### src/inc/mau_pkg.sv
package mau_pkg;

  // ==========================================================
  // widths and sizes
  localparam int GPR_W    = 32;
  localparam int FPR_W    = 64;
  localparam int BUS_W    = 32;
  localparam int IMM_W    = 16;
  localparam int NREG     = 32;
  localparam int AQ_DEPTH = 4;
  localparam int CNT_W    = 8;

  localparam logic [CNT_W-1:0] BYTES_1 = 8'h01;
  localparam logic [CNT_W-1:0] BYTES_2 = 8'h02;
  localparam logic [CNT_W-1:0] BYTES_4 = 8'h04;
  localparam logic [CNT_W-1:0] BYTES_8 = 8'h08;
  localparam logic [4:0]       LAST_REG = 5'h1F;
  localparam logic [2:0]       LANES    = 3'h4;
  localparam logic [3:0]       ALL_BE   = 4'hF;

  // ==========================================================
  // instruction classes and access sizes
  typedef enum logic [2:0] {
    OP_LOAD  = 3'h0,
    OP_STORE = 3'h1,
    OP_LDM   = 3'h2,
    OP_STM   = 3'h3,
    OP_LDS   = 3'h4,
    OP_STS   = 3'h5,
    OP_SYNC  = 3'h6,
    OP_MTSPR = 3'h7
  } mau_op_t;

  typedef enum logic [1:0] {
    SZ_BYTE = 2'h0,
    SZ_HALF = 2'h1,
    SZ_WORD = 2'h2
  } mau_sz_t;

  // ==========================================================
  // carriers
  typedef struct packed {
    mau_op_t          op;
    logic             fp;
    logic             dbl;
    mau_sz_t          sz;
    logic             upd;
    logic             use_imm;
    logic             ra_zero;
    logic             resv;
    logic [4:0]       rd;
    logic [4:0]       ra;
    logic [4:0]       rb;
    logic [IMM_W-1:0] imm;
    logic [CNT_W-1:0] cnt;
  } mau_ins_t;

  typedef struct packed {
    mau_op_t          op;
    logic             fp;
    logic             dbl;
    mau_sz_t          sz;
    logic [4:0]       rd;
    logic [BUS_W-1:0] addr;
    logic [CNT_W-1:0] bytes;
  } mau_aq_t;

  typedef struct packed {
    logic             wr;
    logic [BUS_W-1:0] addr;
    logic [3:0]       be;
    logic [BUS_W-1:0] wdata;
  } mau_bus_t;

  typedef struct packed {
    logic             we;
    logic             fp;
    logic [4:0]       idx;
    logic [FPR_W-1:0] data;
  } mau_wb_t;

endpackage

### src/core/mau_fifo.sv
module mau_fifo #(
  parameter int WIDTH = 8,
  parameter int DEPTH = 4
) (
  input  wire logic             clock_i,
  input  wire logic             resetn_i,
  input  wire logic             push_i,
  input  wire logic [WIDTH-1:0] wdata_i,
  input  wire logic             pop_i,
  output logic      [WIDTH-1:0] rdata_o,
  output logic                  empty_o,
  output logic                  afull_o
);

  localparam int AW = $clog2(DEPTH);

  // ==========================================================
  // parameter check
  if (DEPTH < 2 || DEPTH != (1 << AW))
  begin : g_bad
    $error("mau_fifo depth must be a power of two, at least 2");
  end

  // ==========================================================
  // storage and pointers
  logic [WIDTH-1:0] mem [DEPTH];
  logic [AW:0]      wptr;
  logic [AW:0]      rptr;
  logic [AW:0]      used;

  assign used    = wptr - rptr;
  assign empty_o = (used == '0);
  assign afull_o = (used >= (AW+1)'(DEPTH - 1));

  always_ff @(posedge clock_i)
  begin
    if (push_i)
    begin
      mem[wptr[AW-1:0]] <= wdata_i;
    end
  end

  always_ff @(posedge clock_i)
  begin
    if (!resetn_i)
    begin
      wptr <= '0;
      rptr <= '0;
    end
    else
    begin
      if (push_i)
      begin
        wptr <= wptr + 1'b1;
      end
      if (pop_i)
      begin
        rptr <= rptr + 1'b1;
      end
    end
  end

  // registered read port
  always_ff @(posedge clock_i)
  begin
    if (!resetn_i)
    begin
      rdata_o <= '0;
    end
    else if (pop_i)
    begin
      rdata_o <= mem[rptr[AW-1:0]];
    end
  end

endmodule

### src/core/mau_sb_check.sv
module mau_sb_check (
  input  wire logic              [mau_pkg::NREG-1:0] gpr_busy_i,
  input  wire logic              [mau_pkg::NREG-1:0] fpr_busy_i,
  input  wire mau_pkg::mau_ins_t                     ins_i,
  output logic                                       free_o
);

  // ==========================================================
  // registers the instruction needs
  logic [mau_pkg::NREG-1:0] gneed;
  logic [mau_pkg::NREG-1:0] fneed;

  always_comb
  begin
    gneed = '0;
    fneed = '0;
    if (!ins_i.ra_zero || ins_i.upd)
    begin
      gneed[ins_i.ra] = 1'b1;
    end
    if (!ins_i.use_imm)
    begin
      gneed[ins_i.rb] = 1'b1;
    end
    unique case (ins_i.op)
      mau_pkg::OP_LOAD, mau_pkg::OP_STORE:
      begin
        if (ins_i.fp)
        begin
          fneed[ins_i.rd] = 1'b1;
        end
        else
        begin
          gneed[ins_i.rd] = 1'b1;
        end
      end
      mau_pkg::OP_LDM, mau_pkg::OP_STM, mau_pkg::OP_LDS,
      mau_pkg::OP_STS:
      begin
        gneed = gneed | ({mau_pkg::NREG{1'b1}} << ins_i.rd);
      end
      mau_pkg::OP_MTSPR:
      begin
        gneed[ins_i.rd] = 1'b1;
      end
      mau_pkg::OP_SYNC:
      begin
        fneed = '0;
      end
    endcase
  end

  assign free_o = ~(|(gneed & gpr_busy_i)) & ~(|(fneed & fpr_busy_i));

endmodule

### src/core/mau_memory_access_unit.sv
// Contract
// - accept memory instructions of any size on consecutive cycles
// - 32-bit integer register path, 64-bit floating register path
// - single word internal access: one bus clock, two clocks latency
// - double word split into two 32-bit bus accesses
// - address is ra or zero plus rb or 16-bit immediate
// - check scoreboard for address, data and update registers first
// - on free operands take, release sequencer, ask integer unit
// - memory instructions execute and terminate in program order
// - empty address queue and idle bus engine: straight to bus; else queue address, data
// - update register written the clock after acceptance
// - store waits until all earlier instructions ended cleanly
// - one idle clock between load bus end and store bus start
// - synchronizing instructions taken only when earlier ones ended
// - issue stalls until synchronizing memory instruction ends; OP_MTSPR does not stall issue
// - single loads and stores follow parked zero-wait timings
// - double loads and stores follow their timings, halves pipelined
// - load multiple of N takes 1+N internal clocks
// - strings split into aligned partial and whole word accesses
// - load then two float stores: second store delayed one clock
// - memory stalls do not stall issue without data dependency
module mau_memory_access_unit (
  input  wire logic                               clock_i,
  input  wire logic                               resetn_i,
  input  wire logic                               ins_valid_i,
  input  wire mau_pkg::mau_ins_t                  ins_i,
  input  wire logic             [mau_pkg::NREG-1:0] gpr_busy_i,
  input  wire logic             [mau_pkg::NREG-1:0] fpr_busy_i,
  input  wire logic            [mau_pkg::GPR_W-1:0] gpr_a_i,
  input  wire logic            [mau_pkg::GPR_W-1:0] gpr_b_i,
  input  wire logic            [mau_pkg::GPR_W-1:0] gpr_s_i,
  input  wire logic            [mau_pkg::FPR_W-1:0] fpr_s_i,
  input  wire logic                               prior_clean_i,
  input  wire logic            [mau_pkg::BUS_W-1:0] ea_i,
  input  wire logic            [mau_pkg::GPR_W-1:0] mv_data_i,
  input  wire logic                               bus_ack_i,
  input  wire logic            [mau_pkg::BUS_W-1:0] bus_rdata_i,
  output logic                                    take_o,
  output logic                                    stall_issue_o,
  output logic                                    ea_req_o,
  output logic                 [mau_pkg::BUS_W-1:0] ea_a_o,
  output logic                 [mau_pkg::BUS_W-1:0] ea_b_o,
  output mau_pkg::mau_wb_t                        upd_o,
  output mau_pkg::mau_wb_t                        ld_o,
  output logic                                    bus_req_o,
  output mau_pkg::mau_bus_t                       bus_o,
  output logic                                    [4:0] mv_idx_o
);

  localparam int AQ_W = $bits(mau_pkg::mau_aq_t);

  typedef enum logic [1:0] {
    ST_IDLE  = 2'b00,
    ST_FETCH = 2'b01,
    ST_RUN   = 2'b11
  } mau_state_t;

  // ==========================================================
  // declarations
  mau_state_t           state;
  mau_pkg::mau_ins_t    s1_ins;
  logic                 s1_v;
  logic [63:0]          s1_sd;
  mau_pkg::mau_aq_t     e1;
  mau_pkg::mau_aq_t     cur;
  mau_pkg::mau_aq_t     next_cur;
  mau_pkg::mau_aq_t     aq_rd;
  logic [63:0]          cur_sd;
  logic [63:0]          next_sd;
  logic [63:0]          sdq_rd;
  logic [7:0]           rem;
  logic [7:0]           widx;
  logic [7:0]           b_widx;
  logic [7:0]           n;
  logic [7:0]           next_widx;
  logic [31:0]          baddr;
  logic [1:0]           b_off;
  logic [3:0]           be;
  logic [31:0]          wdata;
  logic [31:0]          dhi;
  logic                 sb_free;
  logic                 sync_op;
  logic                 hold_op;
  logic                 unit_empty;
  logic                 rej;
  logic                 acc;
  logic                 aq_empty;
  logic                 aq_afull;
  logic                 sdq_afull;
  logic                 byp;
  logic                 aq_push;
  logic                 aq_pop;
  logic                 sd_push;
  logic                 sd_pop;
  logic                 load_cur;
  logic                 cur_wr;
  logic                 beat_done;
  logic                 rd_done;
  logic                 launch;
  logic                 done;

  function automatic logic [7:0] op_bytes(mau_pkg::mau_ins_t i);
    logic [7:0] r;
    r = '0;
    unique case (i.op)
      mau_pkg::OP_LOAD, mau_pkg::OP_STORE:
      begin
        if (i.dbl)
        begin
          r = mau_pkg::BYTES_8;
        end
        else if (i.sz == mau_pkg::SZ_BYTE)
        begin
          r = mau_pkg::BYTES_1;
        end
        else if (i.sz == mau_pkg::SZ_HALF)
        begin
          r = mau_pkg::BYTES_2;
        end
        else
        begin
          r = mau_pkg::BYTES_4;
        end
      end
      mau_pkg::OP_LDM, mau_pkg::OP_STM:
      begin
        r = 8'((8'(mau_pkg::LAST_REG - i.rd) + 8'h01) << 2);
      end
      mau_pkg::OP_LDS, mau_pkg::OP_STS:
      begin
        r = i.cnt;
      end
      mau_pkg::OP_MTSPR:
      begin
        r = mau_pkg::BYTES_4;
      end
      mau_pkg::OP_SYNC:
      begin
        r = '0;
      end
    endcase
    return r;
  endfunction

  // ==========================================================
  // acceptance
  // scoreboard operand check
  mau_sb_check u_sb (
    .gpr_busy_i (gpr_busy_i),
    .fpr_busy_i (fpr_busy_i),
    .ins_i      (ins_i),
    .free_o     (sb_free)
  );

  assign sync_op = ins_i.resv || ins_i.op inside {mau_pkg::OP_LDM,
    mau_pkg::OP_STM, mau_pkg::OP_LDS, mau_pkg::OP_STS,
    mau_pkg::OP_SYNC, mau_pkg::OP_MTSPR};
  assign hold_op = sync_op && ins_i.op != mau_pkg::OP_MTSPR;
  assign unit_empty = !s1_v && state == ST_IDLE && aq_empty;

  assign acc = ins_valid_i && !rej && sb_free && !aq_afull
    && !sdq_afull && !stall_issue_o
    && (!sync_op || (unit_empty && prior_clean_i));

  always_ff @(posedge clock_i)
  begin
    if (!resetn_i)
    begin
      take_o   <= 1'b0;
      rej      <= 1'b0;
      ea_req_o <= 1'b0;
      ea_a_o   <= '0;
      ea_b_o   <= '0;
    end
    else
    begin
      take_o   <= acc;
      rej      <= ins_valid_i && !acc;
      ea_req_o <= acc;
      ea_a_o   <= ins_i.ra_zero ? '0 : gpr_a_i;
      ea_b_o   <= ins_i.use_imm ? 32'(signed'(ins_i.imm)) : gpr_b_i;
    end
  end

  always_ff @(posedge clock_i)
  begin
    if (!resetn_i)
    begin
      stall_issue_o <= 1'b0;
    end
    else if (acc && hold_op)
    begin
      stall_issue_o <= 1'b1;
    end
    else if (done)
    begin
      stall_issue_o <= 1'b0;
    end
  end

  // ==========================================================
  // address stage
  // 32-bit and 64-bit data paths
  always_ff @(posedge clock_i)
  begin
    if (!resetn_i)
    begin
      s1_v   <= 1'b0;
      s1_ins <= '0;
      s1_sd  <= '0;
    end
    else
    begin
      s1_v   <= acc;
      s1_ins <= ins_i;
      s1_sd  <= ins_i.fp ? fpr_s_i : {32'h0000_0000, gpr_s_i};
    end
  end

  always_comb
  begin
    e1       = '0;
    e1.op    = s1_ins.op;
    e1.fp    = s1_ins.fp;
    e1.dbl   = s1_ins.dbl;
    e1.sz    = s1_ins.sz;
    e1.rd    = s1_ins.rd;
    e1.addr  = ea_i;
    e1.bytes = op_bytes(s1_ins);
  end

  always_ff @(posedge clock_i)
  begin
    if (!resetn_i)
    begin
      upd_o <= '0;
    end
    else
    begin
      upd_o.we   <= s1_v && s1_ins.upd;
      upd_o.fp   <= 1'b0;
      upd_o.idx  <= s1_ins.ra;
      upd_o.data <= {32'h0000_0000, ea_i};
    end
  end

  // ==========================================================
  // queues
  // bypass when queue empty and engine idle, else enqueue
  assign byp     = s1_v && state == ST_IDLE && aq_empty;
  assign aq_push = s1_v && !byp;
  assign sd_push = aq_push;
  assign aq_pop  = state == ST_IDLE && !aq_empty;
  assign sd_pop  = aq_pop;

  mau_fifo #(
    .WIDTH (AQ_W),
    .DEPTH (mau_pkg::AQ_DEPTH)
  ) u_aq (
    .clock_i  (clock_i),
    .resetn_i (resetn_i),
    .push_i   (aq_push),
    .wdata_i  (e1),
    .pop_i    (aq_pop),
    .rdata_o  (aq_rd),
    .empty_o  (aq_empty),
    .afull_o  (aq_afull)
  );

  mau_fifo #(
    .WIDTH (64),
    .DEPTH (mau_pkg::AQ_DEPTH)
  ) u_sdq (
    .clock_i  (clock_i),
    .resetn_i (resetn_i),
    .push_i   (sd_push),
    .wdata_i  (s1_sd),
    .pop_i    (sd_pop),
    .rdata_o  (sdq_rd),
    .empty_o  (),
    .afull_o  (sdq_afull)
  );

  // ==========================================================
  // bus engine
  assign load_cur = (state == ST_IDLE && byp) || state == ST_FETCH;
  assign next_cur = (state == ST_FETCH) ? aq_rd : e1;
  assign next_sd  = (state == ST_FETCH) ? sdq_rd : s1_sd;
  assign cur_wr   = cur.op inside {mau_pkg::OP_STORE, mau_pkg::OP_STM,
    mau_pkg::OP_STS, mau_pkg::OP_MTSPR};
  assign beat_done = bus_req_o && bus_ack_i;
  assign rd_done   = beat_done && !bus_o.wr;

  // aligned pieces of at most one word
  always_comb
  begin
    n  = 8'(mau_pkg::LANES - {1'b0, baddr[1:0]});
    if (rem < n)
    begin
      n = rem;
    end
    be = 4'(mau_pkg::ALL_BE << (mau_pkg::LANES - n[2:0])) >> baddr[1:0];
    next_widx = widx + n;
  end

  always_comb
  begin
    wdata = mv_data_i;
    if (cur.op inside {mau_pkg::OP_STORE, mau_pkg::OP_MTSPR})
    begin
      if (cur.dbl)
      begin
        wdata = (widx == '0) ? cur_sd[63:32] : cur_sd[31:0];
      end
      else if (cur.sz == mau_pkg::SZ_BYTE)
      begin
        wdata = {4{cur_sd[7:0]}};
      end
      else if (cur.sz == mau_pkg::SZ_HALF)
      begin
        wdata = {2{cur_sd[15:0]}};
      end
      else
      begin
        wdata = cur_sd[31:0];
      end
    end
  end

  assign launch = state == ST_RUN && rem != '0
    && (!bus_req_o || bus_ack_i)
    && (!cur_wr || (prior_clean_i && !rd_done));
  assign done = state == ST_RUN && rem == '0
    && (!bus_req_o || bus_ack_i);

  always_ff @(posedge clock_i)
  begin
    if (!resetn_i)
    begin
      state <= ST_IDLE;
    end
    else
    begin
      unique case (state)
        ST_IDLE:
        begin
          if (aq_pop)
          begin
            state <= ST_FETCH;
          end
          else if (byp)
          begin
            state <= ST_RUN;
          end
        end
        ST_FETCH:
        begin
          state <= ST_RUN;
        end
        ST_RUN:
        begin
          if (done)
          begin
            state <= ST_IDLE;
          end
        end
        default:
        begin
          state <= ST_IDLE;
        end
      endcase
    end
  end

  always_ff @(posedge clock_i)
  begin
    if (!resetn_i)
    begin
      cur      <= '0;
      cur_sd   <= '0;
      rem      <= '0;
      widx     <= '0;
      baddr    <= '0;
      mv_idx_o <= '0;
    end
    else if (load_cur)
    begin
      cur      <= next_cur;
      cur_sd   <= next_sd;
      rem      <= next_cur.bytes;
      widx     <= '0;
      baddr    <= next_cur.addr;
      mv_idx_o <= next_cur.rd;
    end
    else if (launch)
    begin
      rem      <= rem - n;
      widx     <= next_widx;
      baddr    <= baddr + 32'(n);
      mv_idx_o <= cur.rd + 5'(next_widx[6:2]);
    end
  end

  // one bus clock per word, back to back
  always_ff @(posedge clock_i)
  begin
    if (!resetn_i)
    begin
      bus_req_o <= 1'b0;
      bus_o     <= '0;
      b_off     <= '0;
      b_widx    <= '0;
    end
    else if (launch)
    begin
      bus_req_o   <= 1'b1;
      bus_o.wr    <= cur_wr;
      bus_o.addr  <= {baddr[31:2], 2'b00};
      bus_o.be    <= be;
      bus_o.wdata <= wdata;
      b_off       <= baddr[1:0];
      b_widx      <= widx;
    end
    else if (bus_ack_i)
    begin
      bus_req_o <= 1'b0;
    end
  end

  // ==========================================================
  // load writeback
  always_ff @(posedge clock_i)
  begin
    if (!resetn_i)
    begin
      ld_o <= '0;
      dhi  <= '0;
    end
    else
    begin
      ld_o.we  <= rd_done && !(cur.dbl && b_widx == '0);
      ld_o.fp  <= cur.fp;
      ld_o.idx <= (cur.op == mau_pkg::OP_LOAD) ? cur.rd
        : cur.rd + 5'(b_widx[6:2]);
      if (rd_done && cur.dbl && b_widx == '0)
      begin
        dhi <= bus_rdata_i;
      end
      if (cur.dbl)
      begin
        ld_o.data <= {dhi, bus_rdata_i};
      end
      else if (cur.op == mau_pkg::OP_LOAD
        && cur.sz == mau_pkg::SZ_BYTE)
      begin
        ld_o.data <= 64'(8'(bus_rdata_i >> {~b_off, 3'b000}));
      end
      else if (cur.op == mau_pkg::OP_LOAD
        && cur.sz == mau_pkg::SZ_HALF)
      begin
        ld_o.data <= 64'(16'(bus_rdata_i >> {~b_off[1], 4'h0}));
      end
      else
      begin
        ld_o.data <= {32'h0000_0000, bus_rdata_i};
      end
    end
  end

endmodule

### config.mk
export PLATFORM = sky130hd
export DESIGN_NAME = mau_memory_access_unit
export DESIGN_NICKNAME = d
export VERILOG_FILES = /design/src/inc/mau_pkg.sv /design/src/core/mau_fifo.sv /design/src/core/mau_sb_check.sv /design/src/core/mau_memory_access_unit.sv
export SDC_FILE = /design/constraint.sdc
export NUM_CORES = 2
export LEC_CHECK = 0
export ABC_AREA = 0
export BUFFER_PORTS_ARGS = -buffer_cell sky130_fd_sc_hd__buf_2
export CAP_MARGIN = 10
export CELL_PAD_IN_SITES_DETAIL_PLACEMENT = 1
export CELL_PAD_IN_SITES_GLOBAL_PLACEMENT = 1
export CORE_MARGIN = 3
export CORE_UTILIZATION = 30
export CTS_BUF_LIST = sky130_fd_sc_hd__clkbuf_4 sky130_fd_sc_hd__clkbuf_8
export DETAILED_ROUTE_END_ITERATION = 6
export GPL_TIMING_DRIVEN = 0
export PLACE_DENSITY = 0.63
export SYNTH_ARGS = -nofsm -noshare
export SYNTH_HDL_FRONTEND = slang
export SYNTH_SLANG_ARGS = --single-unit
export TNS_END_PERCENT = 50
### constraint.sdc
create_clock -name clock_i -period 11.6 [get_ports clock_i]
set_input_delay 1.16 -clock clock_i [delete_from_list [all_inputs] [get_ports clock_i]]
set_output_delay 1.16 -clock clock_i [all_outputs]
set_load 0.05 [all_outputs]
# Word level (Yosys, flattened, before mapping)
# Memory sizes are Yosys's and may differ from the RTL's. A register that Yosys moved wholly into a read port is not among the register bits.
# Index checks and enable logic that the tools add are counted.
# classes
n_lt_le_gt_ge,9
n_mux,46
n_eq_ne,25
shift,5
addsub,15
reduce_logical,86
bitwise,11
# ops
op,n
32-bit two-way mux,16
64-bit two-way mux,2
32-bit bitwise OR,3
32-bit case mux with 3 select lines,1
32-bit bitwise AND,2
32-bit OR reduction,2
52-bit two-way mux,1
8-bit case mux with 5 select lines,1
1-bit logical AND,35
32-bit by 8-bit adder with 32-bit output,1
32-bit by 5-bit left shift with 32-bit output (first input constant),1
32-bit by 5-bit right shift with 16-bit output,1
32-bit by 5-bit right shift with 8-bit output,1
3-bit == test (second input constant),10
8-bit zero test,3
8-bit two-way mux,3
5-bit by 6-bit less-than comparator with 1-bit output (second input constant),3
1-bit zero test,17
1-bit demux with 5-bit select,3
3-bit by 2-bit == test with 1-bit output (second input constant),5
5-bit by 1-bit >= comparator with 1-bit output (second input constant),3
5-bit two-way mux,3
3-bit by 1-bit adder with 3-bit output (second input constant),4
3-bit zero test,4
other kinds (34),72
# totals
output_inout_bits,284
elab_cells,246
register_bits,552
memories,2
inputBits,375
mem_bits_rw,464
# mem_list
memory,words,width,rd,rd_ports_with_merged_regs,write_ports,line_no,source
u_sdq.mem,4,64,1,1,1,mau_fifo.sv:26,logic [WIDTH-1:0] mem [DEPTH];
u_aq.mem,4,52,1,1,1,mau_fifo.sv:26,

# Logic depth before layout (Yosys ltp)
# logic_depth
ltp_word,21
ltp_mapped,22
ltp_nobuf,21

# Hierarchy
# Synthesis repeated with hierarchy kept, for this count alone.
# hier_totals
hier_cells,3871
hier_area_um2,44647.8
# by_module_without_submodules
module,area_per_inst_um2,seq_area_each_um2,cells_per_inst,n_inst
mau_memory_access_unit,20877.5,10149.7,2377,1
mau_fifo at u_sdq,12081.6,9088.7,659,1
mau_fifo at u_aq,9845.7,7407.1,542,1
mau_sb_check,1843.0,0.0,293,1

# Least setup slack after synthesis
# OpenSTA, ideal clock, no wires.
# synth_timing
path_kind,register -> register
startpoint,register u_aq.rptr[1]
endpoint,memory u_sdq.mem[0][0] (enable)
synth_period_minus_slack_ns,4.418
t_required_ns,11.171
path_stages_with_launch,10
n_path_buf,3
arrival_time_ns,3.989
slack_ns,7.182
setup_ns,0.429
path_cell_list,dfxtp_1 clkbuf_1 clkbuf_1 inv_1 fa_1 xor3_1 and3b_1 a21boi_0 clkbuf_1 and2_1
# synth_via
elab_chain_cells,7
# synth_rtl
element,line_no,source
start: declaration,mau_fifo.sv:28,logic [AW:0] rptr;
start signal: assignment,mau_fifo.sv:58,rptr <= rptr + 1'b1;
3-bit subtractor,mau_fifo.sv:31,assign used = wptr - rptr;
3-bit zero test,mau_fifo.sv:32,assign empty_o = (used == '0);
1-bit logical AND,mau_memory_access_unit.sv:250,assign byp = s1_v && state == ST_IDLE && aq_empty;
1-bit zero test,mau_memory_access_unit.sv:251,assign aq_push = s1_v && !byp;
1-bit logical AND,mau_memory_access_unit.sv:251,
1-bit two-way mux,mau_fifo.sv:37,if (push_i)
1-bit two-way mux (implied by the code),mau_fifo.sv:39,mem[wptr[AW-1:0]] <= wdata_i;
end: declaration,mau_fifo.sv:26,
# Every way passes these cells.

# Worst setup path in the final report
# layout_timing
startpoint,register u_aq.rptr[1]
endpoint,register cur[45] in the netlist's numbering
# layout_via
elab_chain_cells,5
# layout_rtl
element,line_no,source
3-bit subtractor,mau_fifo.sv:31,
3-bit zero test,mau_fifo.sv:32,
1-bit logical AND,mau_memory_access_unit.sv:250,
1-bit logical AND,mau_memory_access_unit.sv:286,assign load_cur = (state == ST_IDLE && byp) || state == ST_FETCH;
1-bit logical OR,mau_memory_access_unit.sv:286,
end signal: assignment,mau_memory_access_unit.sv:388,cur <= next_cur;
end: declaration,mau_memory_access_unit.sv:65,mau_pkg::mau_aq_t cur;
# Every way passes these cells.
# A chain may end at the register's enable or synchronous reset.

==> results.json <==
{
  "grt_first_pass_wirelength_um": 248100,
  "dp.final_hpwl_um": 130100,
  "nets": 5247,
  "power_mw": 12.16,
  "period_needed_ns": 5.729,
  "status": "finished with violations",
  "final_cell_mix": "sky130_fd_sc_hd__nand2_1, sky130_fd_sc_hd__buf_2, sky130_fd_sc_hd__dfxtp_1, sky130_fd_sc_hd__edfxtp_1, sky130_fd_sc_hd__a21oi_1",
  "routed_wl_um": 174100,
  "yosys_warnings": 0,
  "max-clock-path-buffers": 3,
  "post_cts_resize_count": 0,
  "cts_tree": "built",
  "synth_edf_count": 464,
  "vias_per_cell": 5.086,
  "syn-cell-area_um2": 44190,
  "finalWeightedCongestion": 0.8737,
  "grt_setup_unrepaired": "no",
  "drt-pass1-iter-count": 7,
  "grt_pass1_vias": 35897,
  "synth.ff_latch_count": 1099,
  "holdCritStartpoint": "s1_ins[31]",
  "numPortBuffers": 618,
  "regToRegSetupSlack_ns": 5.87,
  "floorplan.die.width_um": 389.8,
  "remaining_drc_errors": 1,
  "timing.max_cap.violations": 0,
  "rr_worst_depth": 11,
  "synth_async_sr_flop_share_pct": 0,
  "netlist-cell-type-count": 81,
  "cp_data_required_time_ns": 12.29,
  "dpl_cell_area_um2": 50180,
  "core-area_um2": 145900,
  "tns_ns": 0,
  "crit_end_category": "flop",
  "maxSlewViolCount": 0,
  "avg_inst_size_synth_um2": 11.18,
  "drt_iter0_markers": 2469,
  "timing_worst_setup_path_type": "reg -> reg",
  "rows": 140,
  "synth_cells": 3953,
  "r2r_start": "u_aq.rptr[1]",
  "clk_pin_slew_worst_paths_ns": 0.06,
  "finalCoreUtilization_pct": 37.28,
  "timing.hold.worst.class": "reg -> reg",
  "post-route-period-util_pct": 49.39,
  "p_leak_nw": 20.52,
  "report.final.hold_viol_count": 0,
  "post_drt_wl_per_cell_um": 25.20,
  "grt_util_all_layers_pct": 22.30,
  "layout_commonest_cell": "sky130_fd_sc_hd__nand2_1",
  "achievable_freq_mhz": 174.6,
  "postCtsHoldBufs": 0,
  "fin_clk_skew_ns": 0.05766,
  "numClockSinks": 1099,
  "failed_checks": "design-rule violations",
  "worstPathMaxFanout": 10,
  "finalSetupViolations": 0,
  "largest_vdd_supply_drop_v": 0.0001308,
  "worst_hold_path.endpoint": "upd_o[66]",
  "worst_pin_slew_ns": 1.277,
  "worst_slew_margin_rel_pct": 14.86,
  "timing.critical_path.arrival_ns": 6.42,
  "num_io_pins": 659,
  "start_util_pct": 30.29,
  "design.die.area_um2": 151900,
  "clock_tree.htree_level_count": 4,
  "worst_setup_path_start_kind": "flop",
  "power_density_nw_per_um2": 223.5,
  "globalRouteOverflowTotal": 0,
  "holdWs_ns": 0.4376,
  "final_area_um2": 54390,
  "total_clock_buffers_created_by_cts": 188,
  "insertion_delay_ns": 0.92,
  "hold_path_depth": 1,
  "ant_nets": 0,
  "r2r-end": "cur[45]",
  "layout-area-overhead-vs-synth_pct": 23.09,
  "dominantRegCellSynth": "sky130_fd_sc_hd__dfxtp_1",
  "number_of_antenna_violations_at_the_first_check_in_global_routing": 16,
  "drive_gt1_share_pct": 24.07,
  "ys_seq_area_share_pct": 60.29,
  "vias": 35144,
  "die_y_um": 389.8,
  "maximum_number_of_pins_on_one_net_before_global_route_repair": 48,
  "post-cts-setup-buffer-count": 0,
  "n_fill_cell": 16366,
  "cts.root.buffer_cell": "sky130_fd_sc_hd__clkbuf_8"
}
-- flip-flops by register name, indices dropped and copies added (netlist names), 38 cells and up --
name           cells
u_sdq.mem        256
u_aq.mem         208
ld_o              71
bus_o             67
cur_sd            64
s1_sd             64
u_sdq.rdata_o     64
u_aq.rdata_o      52
upd_o             38
-- area by class of cell --
| class | instances | area (um^2) | share of cell area [%] |
|---|---|---|---|
| Clock inverter | 65 | 559.3 | 1.028 |
| Clock buffer | 292 | 3600 | 6.618 |
| Inverter | 52 | 195.2 | 0.3588 |
| Tap cell | 1917 | 2399 | 4.410 |
| Timing Repair Buffer | 633 | 3437 | 6.319 |
| Sequential cell | 1099 | 26650 | 48.99 |
| Multi-Input combinational cell | 2533 | 16170 | 29.73 |
| Buffer | 312 | 1370 | 2.519 |
| Antenna cell | 7 | 17.52 | 0.03220 |
-- routing by layer --
| layer | vias up | part of all wire (%) | GRT usage [%] | routed length (um) |
|---|---|---|---|---|
| li1 | 15875 | - | - | - |
| met1 | 17743 | 42 | 28.56 | 73310 |
| met2 | 1272 | 48 | 37.60 | 84170 |
| met3 | 248 | 6.4 | 4.699 | 11200 |
| met4 | 6 | 3.1 | 7.185 | 5363 |
| met5 | - | 0.028 | 0 | 49 |
-- kinds of logic after synthesis --
group / share of synthesized area [%]
compound gates: 10.26
xor+xnor: 0.9060
fa+ha+maj: 1.619
buf+inv: 3.536
flops: 60.29
mux: 8.409
other cells: 0.008486
simple gates: 14.97
-- Yosys cell counts (11+ instances only) --
master,count,area share (%)
sky130_fd_sc_hd__mux4_2,124,6.3
sky130_fd_sc_hd__ha_1,46,1.3
sky130_fd_sc_hd__buf_2,24,0.27
sky130_fd_sc_hd__o211ai_1,25,0.42
sky130_fd_sc_hd__or3_1,11,0.16
sky130_fd_sc_hd__nand3_1,50,0.57
sky130_fd_sc_hd__a211oi_1,40,0.68
sky130_fd_sc_hd__dfxtp_1,635,29
sky130_fd_sc_hd__clkbuf_1,233,2.0
sky130_fd_sc_hd__a311oi_1,98,1.9
sky130_fd_sc_hd__and3_1,73,1.0
sky130_fd_sc_hd__a221oi_1,24,0.48
sky130_fd_sc_hd__inv_1,50,0.42
sky130_fd_sc_hd__nor2_1,274,2.3
sky130_fd_sc_hd__mux2i_1,81,1.8
sky130_fd_sc_hd__nand2b_1,37,0.52
sky130_fd_sc_hd__buf_1,11,0.093
sky130_fd_sc_hd__nor3_1,42,0.48
sky130_fd_sc_hd__buf_4,42,0.71
sky130_fd_sc_hd__and2_1,128,1.8
sky130_fd_sc_hd__nor4_1,17,0.24
sky130_fd_sc_hd__xnor2_1,33,0.65
sky130_fd_sc_hd__o21ai_0,58,0.66
sky130_fd_sc_hd__a21oi_1,335,3.8
sky130_fd_sc_hd__nand2_1,755,6.4
sky130_fd_sc_hd__edfxtp_1,464,32
sky130_fd_sc_hd__nor2b_1,31,0.44
sky130_fd_sc_hd__a31oi_1,12,0.17
sky130_fd_sc_hd__o22ai_1,14,0.20
-- how the worst max path moves through the flow --
stage                     cells after the start         start  slack [ns]          endpoint
after floorplan                               9  u_aq.rptr[1]        7.18   u_sdq.mem[0][0]
after global placement                        9  u_aq.rptr[1]        4.37  u_sdq.mem[2][48]
after detailed placement                     11  u_aq.rptr[1]        5.85           cur[45]
after CTS                                    11  u_aq.rptr[1]        5.79           cur[45]
after global routing                         13  u_aq.rptr[1]        5.57         baddr[10]
final                                        11  u_aq.rptr[1]        5.87           cur[45]
-- stage by stage --
stage / cells / setup slack (ns)
CTS: 6901 / 5.792
floorplan: 3996 / 7.182
global route: 6905 / 5.569
finish: 6910 / 5.871
detailed placement: 6544 / 5.846
global placement: 6531 / 4.372
-- critical path, cell delays in order, from the launching register on --
cell                       delay [ns]
sky130_fd_sc_hd__dfxtp_1         0.35
sky130_fd_sc_hd__clkbuf_1        0.57
sky130_fd_sc_hd__clkbuf_1        0.58
sky130_fd_sc_hd__inv_1           0.16
sky130_fd_sc_hd__fa_1            0.45
sky130_fd_sc_hd__xor3_1          0.34
sky130_fd_sc_hd__and3b_1         0.38
sky130_fd_sc_hd__a21oi_1         0.13
sky130_fd_sc_hd__nor2_1          0.59
sky130_fd_sc_hd__clkbuf_1        0.89
sky130_fd_sc_hd__clkbuf_1        0.77
sky130_fd_sc_hd__a311oi_1        0.31
-- power by group --
part / leakage, nW / switching [mW] / internal, mW
logic: 8.91 / 2.45 / 1.05
registers: 9.42 / 0.375 / 4.45
clock network: 2.19 / 1.67 / 2.16
(Power assumes the default switching activity.)
